--- src/adr_pkg.sv ---
// constants and types shared by the result bus interface
// Function
// - internal clock is the oscillator input divided by four
// - every conversion cycle lasts exactly 1280 internal clocks
// - mode input high runs continuous conversions, low runs on-demand conversions
// - demand mode: one selected conversion strobe pulse starts exactly one conversion
// - chip enable low and chip select high are ANDed to qualify strobes
// - bus contents during the conversion strobe are ignored, nothing written
// - data bus driven only while selected and read strobe low
// - demand mode: byte select high gives bits 7-0, low gives bits 14-8
// - demand high byte top bit shows overrange or polarity per flag select
// - polarity 1 means positive; overrange 1 means beyond full scale
// - overrange reports cleared high bits and low byte 0 to 190
// - demand mode: bytes readable in any order until next conversion strobe
// - continuous mode ignores byte select and flag select
// - continuous order: high byte with polarity, low byte, high byte with overrange
// - continuous byte counter advances on each selected read strobe rising edge
// - continuous mode discards the result on the same internal clock that busy rises
// - busy rises before de-integrate, falls at cycle end with new data
// - busy stays high exactly 836 internal clocks
// - demand strobe ignored 1100 clocks after start; needs a falling edge
// - demand busy falls 1155 clocks after strobe; 125 more before next start
// - phases: zero 246, signal integrate 256, reference integrate 778 clocks
package adr_pkg;
   localparam logic [1:0] ADR_DIV_LAST = 2'h3;
   localparam logic [10:0] ADR_CYCLE_LEN = 11'h500;
   localparam logic [10:0] ADR_CYCLE_LAST = ADR_CYCLE_LEN - 11'h001;
   localparam logic [10:0] ADR_ZERO_LEN = 11'h0f6;
   localparam logic [10:0] ADR_INTEG_LEN = 11'h100;
   localparam logic [10:0] ADR_DEINT_LEN = 11'h30a;
   localparam logic [10:0] ADR_INTEG_START = ADR_ZERO_LEN;
   localparam logic [10:0] ADR_DEINT_START = ADR_ZERO_LEN + ADR_INTEG_LEN;
   localparam logic [10:0] ADR_BUSY_HIGH = 11'h344;
   localparam logic [10:0] ADR_BUSY_RISE = ADR_CYCLE_LEN - ADR_BUSY_HIGH;
   localparam logic [10:0] ADR_EOC_TO_STROBE = 11'h483;
   localparam logic [10:0] ADR_DEMAND_START = ADR_CYCLE_LEN - ADR_EOC_TO_STROBE;
   localparam logic [10:0] ADR_WR_BLANK = 11'h44c;
   localparam logic [10:0] ADR_WR_OPEN = ADR_DEMAND_START + ADR_WR_BLANK;
   localparam logic [7:0] ADR_OVR_LOW_MAX = 8'hbe;
   localparam logic [1:0] ADR_BYTE_POL = 2'h0;
   localparam logic [1:0] ADR_BYTE_LOW = 2'h1;
   localparam logic [1:0] ADR_BYTE_OVR = 2'h2;
   localparam logic [14:0] ADR_MAG_RESET = 15'h0000;
   localparam logic [7:0] ADR_BUS_IDLE = 8'h00;

   typedef enum logic [1:0] {
      ADR_ST_WAIT = 2'b01,
      ADR_ST_RUN = 2'b10
   } adr_state_t;
endpackage : adr_pkg

--- src/adr_osc_div.sv ---
// oscillator input divider producing one internal-clock tick per four input periods
`timescale 1ns/100ps
`default_nettype none
module adr_osc_div (
   input wire logic sys_clk, // system clock
   input wire logic rst_sync_n, // synchronised reset, active low
   input wire logic osc_in, // oscillator or external clock level
   output logic tick // one-cycle pulse per internal clock
);
   typedef struct packed {
      logic osc_prev;
      logic [1:0] cnt;
      logic tick;
   } adr_div_t;

   adr_div_t s_r;
   adr_div_t s_nxt;

   always_comb begin
      s_nxt = s_r;
      s_nxt.osc_prev = osc_in;
      s_nxt.tick = 1'b0;
      if (osc_in && !s_r.osc_prev) begin
         s_nxt.cnt = s_r.cnt + 2'h1;
         s_nxt.tick = (s_r.cnt == adr_pkg::ADR_DIV_LAST);
      end
   end

   always_ff @(posedge sys_clk or negedge rst_sync_n) begin
      if (!rst_sync_n) begin
         s_r <= '0;
      end else begin
         s_r <= s_nxt;
      end
   end

   assign tick = s_r.tick;
endmodule : adr_osc_div
`default_nettype wire

--- src/adr_result_bus.sv ---
// conversion sequencer, result holding register and three-state result bus
`timescale 1ns/100ps
`default_nettype none
module adr_result_bus (
   input wire logic sys_clk, // system clock, 100 MHz
   input wire logic rst_n, // asynchronous reset, active low
   input wire logic clock_input_pin, // oscillator or external clock input
   input wire logic chip_en_n, // chip enable, active low
   input wire logic chip_sel, // chip select, active high
   input wire logic conv_strobe_n, // conversion strobe, active low
   input wire logic read_strobe_n, // read strobe, active low
   input wire logic byte_sel, // high picks low byte, low picks high byte
   input wire logic flag_select, // high puts overrange, low polarity on top bit
   input wire logic mode_select_in, // high continuous, low on demand
   input wire logic conv_positive, // comparator polarity at end of cycle
   input wire logic conv_overrange, // input beyond full scale
   input wire logic [14:0] conv_count, // de-integrate count from the counters
   output logic [6:0] lower_data_bits, // data bus bits 6..0
   output logic top_data_bit, // data bus bit 7
   output logic data_oe_n, // low while the bus is driven
   output logic busy, // end-of-conversion output
   output logic phase_zero, // zero integrator phase
   output logic phase_integ, // signal integrate phase
   output logic phase_deint // reference integrate phase
);
   typedef struct packed {
      adr_pkg::adr_state_t st;
      logic [10:0] cnt;
      logic busy;
      logic pend;
      logic wr_prev;
      logic rd_prev;
      logic [1:0] idx;
      logic pos;
      logic ovr;
      logic [14:0] mag;
      logic [7:0] dout;
      logic oe_n;
      logic ph_z;
      logic ph_i;
      logic ph_d;
   } adr_core_t;

   localparam adr_core_t ADR_CORE_RESET = '{
      st: adr_pkg::ADR_ST_WAIT,
      cnt: adr_pkg::ADR_DEMAND_START,
      busy: 1'b0,
      pend: 1'b0,
      wr_prev: 1'b1,
      rd_prev: 1'b1,
      idx: adr_pkg::ADR_BYTE_POL,
      pos: 1'b0,
      ovr: 1'b0,
      mag: adr_pkg::ADR_MAG_RESET,
      dout: adr_pkg::ADR_BUS_IDLE,
      oe_n: 1'b1,
      ph_z: 1'b1,
      ph_i: 1'b0,
      ph_d: 1'b0
   };

   logic rst_meta_r;
   logic rst_sync_r;
   logic tick;
   adr_core_t s_r;
   adr_core_t s_nxt;

   // reset release through two flops; assertion stays asynchronous
   always_ff @(posedge sys_clk or negedge rst_n) begin
      if (!rst_n) begin
         rst_meta_r <= 1'b0;
         rst_sync_r <= 1'b0;
      end else begin
         rst_meta_r <= 1'b1;
         rst_sync_r <= rst_meta_r;
      end
   end

   adr_osc_div u_div (
      .sys_clk(sys_clk),
      .rst_sync_n(rst_sync_r),
      .osc_in(clock_input_pin),
      .tick(tick)
   );

   logic selected;
   logic wr_fall;
   logic rd_rise;
   logic wr_open;
   logic [7:0] high_byte;
   logic [7:0] bus_byte;
   logic [7:0] ovr_low;

   always_comb begin
      selected = !chip_en_n && chip_sel;
      // data lines are never sampled on the strobe
      wr_fall = selected && !conv_strobe_n && s_r.wr_prev;
      rd_rise = selected && read_strobe_n && !s_r.rd_prev;
      // strobes during the first 1100 clocks after a start are dropped
      wr_open = (s_r.st == adr_pkg::ADR_ST_WAIT) || (s_r.cnt >= adr_pkg::ADR_WR_OPEN) ||
                (s_r.cnt < adr_pkg::ADR_DEMAND_START);
      ovr_low = (conv_count[7:0] > adr_pkg::ADR_OVR_LOW_MAX) ? adr_pkg::ADR_OVR_LOW_MAX :
                conv_count[7:0];
      high_byte = {1'b0, s_r.mag[14:8]};
      bus_byte = adr_pkg::ADR_BUS_IDLE;
      if (mode_select_in) begin
         case (s_r.idx)
            adr_pkg::ADR_BYTE_POL: bus_byte = {s_r.pos, high_byte[6:0]};
            adr_pkg::ADR_BYTE_LOW: bus_byte = s_r.mag[7:0];
            adr_pkg::ADR_BYTE_OVR: bus_byte = {s_r.ovr, high_byte[6:0]};
            default: bus_byte = adr_pkg::ADR_BUS_IDLE;
         endcase
      end else if (byte_sel) begin
         bus_byte = s_r.mag[7:0];
      end else begin
         bus_byte = {flag_select ? s_r.ovr : s_r.pos, high_byte[6:0]};
      end
   end

   always_comb begin
      s_nxt = s_r;
      s_nxt.wr_prev = conv_strobe_n;
      s_nxt.rd_prev = read_strobe_n;

      // bus answers one system clock after the strobes
      s_nxt.oe_n = !(selected && !read_strobe_n);
      s_nxt.dout = s_nxt.oe_n ? adr_pkg::ADR_BUS_IDLE : bus_byte;

      if (rd_rise && mode_select_in) begin
         s_nxt.idx = (s_r.idx == adr_pkg::ADR_BYTE_OVR) ? adr_pkg::ADR_BYTE_POL :
                     s_r.idx + 2'h1;
      end

      // a strobe in the same cycle as the consuming tick counts in run, but is dropped on a start from wait
      if (wr_fall && wr_open && !mode_select_in) begin
         s_nxt.pend = 1'b1;
      end

      if (tick) begin
         case (s_r.st)
            adr_pkg::ADR_ST_WAIT: begin
               if (mode_select_in || s_r.pend) begin
                  s_nxt.st = adr_pkg::ADR_ST_RUN;
                  // start tick holds the count, so 1155 ticks remain until busy falls
                  s_nxt.cnt = adr_pkg::ADR_DEMAND_START;
                  s_nxt.pend = wr_fall && wr_open && !mode_select_in && !s_r.pend;
               end
            end
            adr_pkg::ADR_ST_RUN: begin
               if (s_r.cnt == adr_pkg::ADR_CYCLE_LAST) begin
                  s_nxt.cnt = 11'h000;
                  s_nxt.busy = 1'b0;
                  s_nxt.pos = conv_positive;
                  s_nxt.ovr = conv_overrange;
                  s_nxt.mag = conv_overrange ? {7'h00, ovr_low} : conv_count;
                  s_nxt.idx = adr_pkg::ADR_BYTE_POL;
               end else if (s_r.cnt == adr_pkg::ADR_DEMAND_START - 11'h001 &&
                            !mode_select_in && !s_r.pend) begin
                  // park until the next accepted strobe
                  s_nxt.st = adr_pkg::ADR_ST_WAIT;
                  s_nxt.cnt = adr_pkg::ADR_DEMAND_START;
               end else begin
                  s_nxt.cnt = s_r.cnt + 11'h001;
                  if (s_r.cnt == adr_pkg::ADR_DEMAND_START - 11'h001 && !mode_select_in) begin
                     s_nxt.pend = wr_fall && wr_open;
                  end
                  if (s_nxt.cnt == adr_pkg::ADR_BUSY_RISE) begin
                     s_nxt.busy = 1'b1;
                     if (mode_select_in) begin
                        // unread continuous data is lost here
                        s_nxt.mag = adr_pkg::ADR_MAG_RESET;
                        s_nxt.pos = 1'b0;
                        s_nxt.ovr = 1'b0;
                        s_nxt.idx = adr_pkg::ADR_BYTE_POL;
                     end
                  end
               end
            end
            default: begin
               s_nxt.st = adr_pkg::ADR_ST_WAIT;
               s_nxt.cnt = adr_pkg::ADR_DEMAND_START;
            end
         endcase
      end

      s_nxt.ph_z = (s_nxt.st == adr_pkg::ADR_ST_WAIT) ||
                   (s_nxt.cnt < adr_pkg::ADR_INTEG_START);
      s_nxt.ph_i = (s_nxt.st == adr_pkg::ADR_ST_RUN) && !s_nxt.ph_z &&
                   (s_nxt.cnt < adr_pkg::ADR_DEINT_START);
      s_nxt.ph_d = (s_nxt.st == adr_pkg::ADR_ST_RUN) &&
                   (s_nxt.cnt >= adr_pkg::ADR_DEINT_START);
   end

   always_ff @(posedge sys_clk or negedge rst_sync_r) begin
      if (!rst_sync_r) begin
         s_r <= ADR_CORE_RESET;
      end else begin
         s_r <= s_nxt;
      end
   end

   assign lower_data_bits = s_r.dout[6:0];
   assign top_data_bit = s_r.dout[7];
   assign data_oe_n = s_r.oe_n;
   assign busy = s_r.busy;
   assign phase_zero = s_r.ph_z;
   assign phase_integ = s_r.ph_i;
   assign phase_deint = s_r.ph_d;
endmodule : adr_result_bus
`default_nettype wire

--- config.mk ---
export PLATFORM = sky130hd
export DESIGN_NAME = adr_result_bus
export DESIGN_NICKNAME = d
export VERILOG_FILES = /design/src/adr_pkg.sv /design/src/adr_osc_div.sv /design/src/adr_result_bus.sv
export SDC_FILE = /design/constraint.sdc
export NUM_CORES = 1
export LEC_CHECK = 0
export BUFFER_PORTS_ARGS = -buffer_cell sky130_fd_sc_hd__buf_2
export CAP_MARGIN = 20
export CORE_MARGIN = 3
export CORE_UTILIZATION = 40
export DETAILED_ROUTE_END_ITERATION = 16
export SLEW_MARGIN = 20
export SYNTH_ARGS = -nofsm -noshare
export SYNTH_HDL_FRONTEND = slang
export SYNTH_SLANG_ARGS = --single-unit
--- constraint.sdc ---
create_clock -name sys_clk -period 1.6 [get_ports sys_clk]
set_clock_uncertainty 0.05 [all_clocks]
set_input_delay 0.24 -clock sys_clk [delete_from_list [all_inputs] [get_ports sys_clk]]
set_output_delay 0.24 -clock sys_clk [all_outputs]
set_load 0.01 [all_outputs]
Yosys cells after proc, flatten, opt, wreduce, memory -nomap -nowiden --
Cells that the tools add are included. W data, S select, Z words.
Operators by class: add/subtract/negate cells 3, $lt $le $gt $ge 6, eq/ne operators 11, mux-type cells 31, reductions and logical operators 34
Operators by type and width (number):
- $mux W19 | 6
- $mux W8 | 4
- $mux W15 | 2
- $pmux W13 S2 | 1
- $pmux W8 S3 | 1
- $logic_and A1 B1 Y1 | 16
- $mux W13 | 1
- $mux W12 | 1
- $add A11 B1 Y11 const B | 1
- $eq A11 B11 Y1 const B | 1
- $eq A11 B7 Y1 const B | 1
- $eq A11 B9 Y1 const B | 1
- $ge A11 B11 Y1 const B | 1
- $ge A11 B9 Y1 const B | 1
- $lt A11 B7 Y1 const B | 1
- $lt A11 B8 Y1 const B | 1
- $lt A11 B9 Y1 const B | 1
- $mux W11 | 1
- $mux W2 | 5
- $logic_not A1 Y1 | 9
- $eq A2 B2 Y1 const B | 4
- $gt A8 B8 Y1 const B | 1
- $mux W1 | 8
- $eq A2 B1 Y1 const B | 3
- 8 further kinds | 13
Storage, ports and cells: flip-flop bits (word level) 54, input port bits 27, output and inout port bits 13, logic and storage cells 105

Longest topological paths before layout --
depth in word-level cells 17, depth in mapped cells 10, gate-level depth less buffers 9

By module --
A second synthesis with hierarchy kept.
Unflattened totals: cell total of the unflattened synthesis 336, area, all modules 3039.2 sq um
By module, submodules not included:
- adr_result_bus | times used 1, cells each 327, area an instance 2881.5 sq um, seq. area each 1265.0 sq um
- adr_osc_div | times used 1, cells each 9, area an instance 157.7 sq um, seq. area each 100.1 sq um

Worst setup path after synthesis --
No wires, ideal clock.
kind reg2reg, from reg s_r[46] in the netlist's numbering, to reg s_r (netlist bit phase_integ), setup time 0.095 ns, arrival 2.357 ns, setup slack -0.902 ns, stages on the path, launching flop included 11, path through dfstp_2 inv_1 ha_1 nor2b_1 clkbuf_1 nand2_1 o31a_1 o22ai_1 o21ai_0 and4_4 nor4b_2
RTL lines:
- from (decl) | RTL line adr_result_bus.sv:65 | adr_core_t s_r;
- from (signal assigned) | RTL line adr_result_bus.sv:198 | s_r <= s_nxt;

==> qor.yml <==
die:
  row_count: 31
  coreArea_sq_mm: 0.00729
  ioPinCount: 40
  initial_core_util: 0.413
  dieHeight_microns: 92.8
  die_width_microns: 92.8
  die-area_sq_mm: 0.00861
critical_path:
  required_ns: 1.78
  timing.rr.end: "phase_integ$_DFF_PN0_"
  cp-start-kind: "flop"
  r2r_start: "s_r[35]$_DFF_PN1_"
  r2r_setup_slack_ns: -0.83
  critPathKind: "reg -> reg"
  cp_max_fo: 4
  crit_arrival_ns: 2.61
  endpoint_kind: "flop"
  r2r.worst_path.cells: 10
pwr:
  finalPower_mw: 5.52
  worst_ir_drop_vdd_v: 0.000566
  p_leak_nw: 2.20
  power_density_mw_per_mm2: 1150
placement:
  gp_congestion: 0.894
  dpl_cell_area_sq_mm: 0.00389
  hpwlAfterDp_mm: 6.30
  io_buffers: 39
finish:
  multi_input_comb_area_sq_mm: 0.00189
  n_antenna_cell: 0
  regArea_sq_mm: 0.00137
  fillers: 593
  synthToLayoutAreaGrowth_pct: 59.2
  post-route-util: 0.657
  nNetsFinal: 489
  drive_above_1_share: 0.549
  final_cell_area_sq_mm: 0.00479
synthesis:
  syn_avg_cell_area_sq_um: 9.50
  syn-instance-count: 317
  ys_types: 61
  synthTopCellsByArea: "dfrtp_1 36%, dfstp_2 9.6%, a211oi_1 4.2%"
  synth.most_common_cell: "dfrtp_1"
  ys_warn_count: 0
  synth_area_sq_mm: 0.00301
  synth_top_cell_by_area: "dfrtp_1"
  synth_top_area_frac: 0.357
  ys_ff_latch: 54
  async_flop_share: 1.00
  synth_flop_cell: "dfrtp_1"
  synthTopCellsByCount: "43 x dfrtp_1, 27 x nand2_1, 23 x o21ai_0"
  ys_seq_area_frac: 0.453
  synth_edf_count: 0
  syn-num-nets: 350
clock_network:
  clk_latency_ns: 0.32
  cts_sinks: 54
  path_clk_slew_ns: 0.11
  cts_inserted_buffers: 5
  htree_num_levels: 2
  ctsRootBufferMaster: "clkbuf_8"
  cts_tree: "yes"
  clk_path_buf_depth: 2
timing:
  finalHoldViolations: 0
  fin_ws_ns: -0.831
  setup_violations: 37
  max_freq_mhz: 411
  timing.hold.ws_ns: 0.0648
  final_max_slew_viol_count: 0
  period_minus_slack_ns: 2.43
  rsz0062_at_grt: "true"
  min_period_over_period: 1.52
drt:
  drtIter0Drc: 126
  via_count: 2995
  ant_nets: 0
  firstDrtPassIters: 4
  drc_errors: 0
  vias_per_cell: 5.39
  wire_per_inst_microns: 16.9
  routed_wirelength_mm: 9.38
grt:
  antenna_found_initial: 0
  grt_max_degree: 47
  grt.total_usage: 0.215
  grt_overflow_total: 0
  grt_pass1_vias: 2944
  grt_first_pass_wirelength_mm: 14.7
outcome:
  violations: "negative setup slack"
  status: "complete, but fails checks"
hold_path:
  hold_path.class: "reg -> async"
flow_run:
  drv_cap: 0
## worst max-delay path by stage
| stage | start | to | cells past startpoint |
|---|---|---|---|
| floorplan | s_r[35]$_DFF_PN1_ | high_byte[4]$_DFFE_PN0P_ | 9 |
| global placement | s_r[35]$_DFF_PN1_ | phase_zero$_DFF_PN1_ | 9 |
| detailed placement | s_r[35]$_DFF_PN1_ | phase_integ$_DFF_PN0_ | 9 |
| CTS | s_r[35]$_DFF_PN1_ | phase_integ$_DFF_PN0_ | 8 |
| global route | s_r[36]$_DFF_PN0_ | phase_integ$_DFF_PN0_ | 9 |
| finish | s_r[35]$_DFF_PN1_ | phase_integ$_DFF_PN0_ | 10 |
## per-stage QoR
stage	setup WS, ns	std cells	setup TNS (ns)
after global placement	-0.808	505	-20.73
after floorplan	-0.712	317	-15.70
after CTS	-0.766	533	-20.17
after global routing	-0.901	556	-26.02
after detailed placement	-0.883	505	-21.06
final	-0.831	556	-22.46
## registers in the layout (all words and copies together), names as in the netlist
register and cells:
busy 1, s_r 28, lower_data_bits 7, u_div.tick 1, data_oe_n 1, phase_zero 1
u_div.s_r 3, phase_deint 1, rst_sync_r 1, phase_integ 1, high_byte 7, rst_meta_r 1
top_data_bit 1
## critical path, stage by stage, from the launching register on
cell and delay [ns]:
dfstp_2 0.61, ha_4 0.17, buf_4 0.11, buf_4 0.10, buf_6 0.09, and3_4 0.16
a21oi_2 0.05, o31a_1 0.32, o211a_1 0.26, and4_4 0.18, nor4b_4 0.23
## report_power, final
group / internal (mW) / switching (mW) / leakage (nW)
clock: 0.475 / 0.499 / 0.0587
sequential: 1.58 / 0.160 / 0.673
combinational: 1.45 / 1.36 / 1.47
## timing repair
action	in CTS	in global routing
pin swaps	29	40
buffers inserted	18	20
hold buffers	4	0
endpoints found under the hold margin	5	0
gates cloned	0	3
endpoints found under the setup margin	37	37
resized for setup	53	30
## cell type report
cell class / count / share of cell area
Clock buffer: 5 / 0.0144
Clock inverter: 3 / 0.00992
Inverter: 16 / 0.0125
Multi-Input combinational cell: 222 / 0.394
Sequential cell: 54 / 0.285
Tap cell: 99 / 0.0258
Timing Repair Buffer: 157 / 0.258
## placed cells by master, fill, tap and decap left out, types with 6 or more instances in the layout
master / netlist / layout
buf_2: 8 / 39
a211oi_1: 17 / 16
inv_1: 16 / 9
o21ai_2: 0 / 6
inv_2: 0 / 7
buf_4: 7 / 94
a21oi_2: 0 / 6
nor2_1: 12 / 10
o21ai_0: 23 / 12
dfrtp_1: 43 / 41
a22o_1: 10 / 10
dfstp_2: 11 / 11
a21oi_1: 18 / 12
nand2_1: 27 / 23
buf_6: 0 / 13
nor2b_1: 18 / 18
## logic make-up after synthesis
| family | share of synthesized area |
|---|---|
| DFF | 0.453 |
| muxes | 0.0137 |
| AOI/OAI and AO/OA | 0.245 |
| and+or+nand+nor | 0.190 |
| other | 0.00125 |
| xor gates and xnor gates | 0.00873 |
| adders and majority gates | 0.0249 |
| buffers and inverters | 0.0636 |
## per-layer routing
layer  vias to the layer above  track usage  wire, microns
met4                         0       0.0659            145
met1                      1463        0.315           4390
met3                        15       0.0357            528
met2                        79        0.325           4320
met5                         -            0              0
li1                       1438            -              -
No activity file was read; power rests on OpenSTA's default activity.
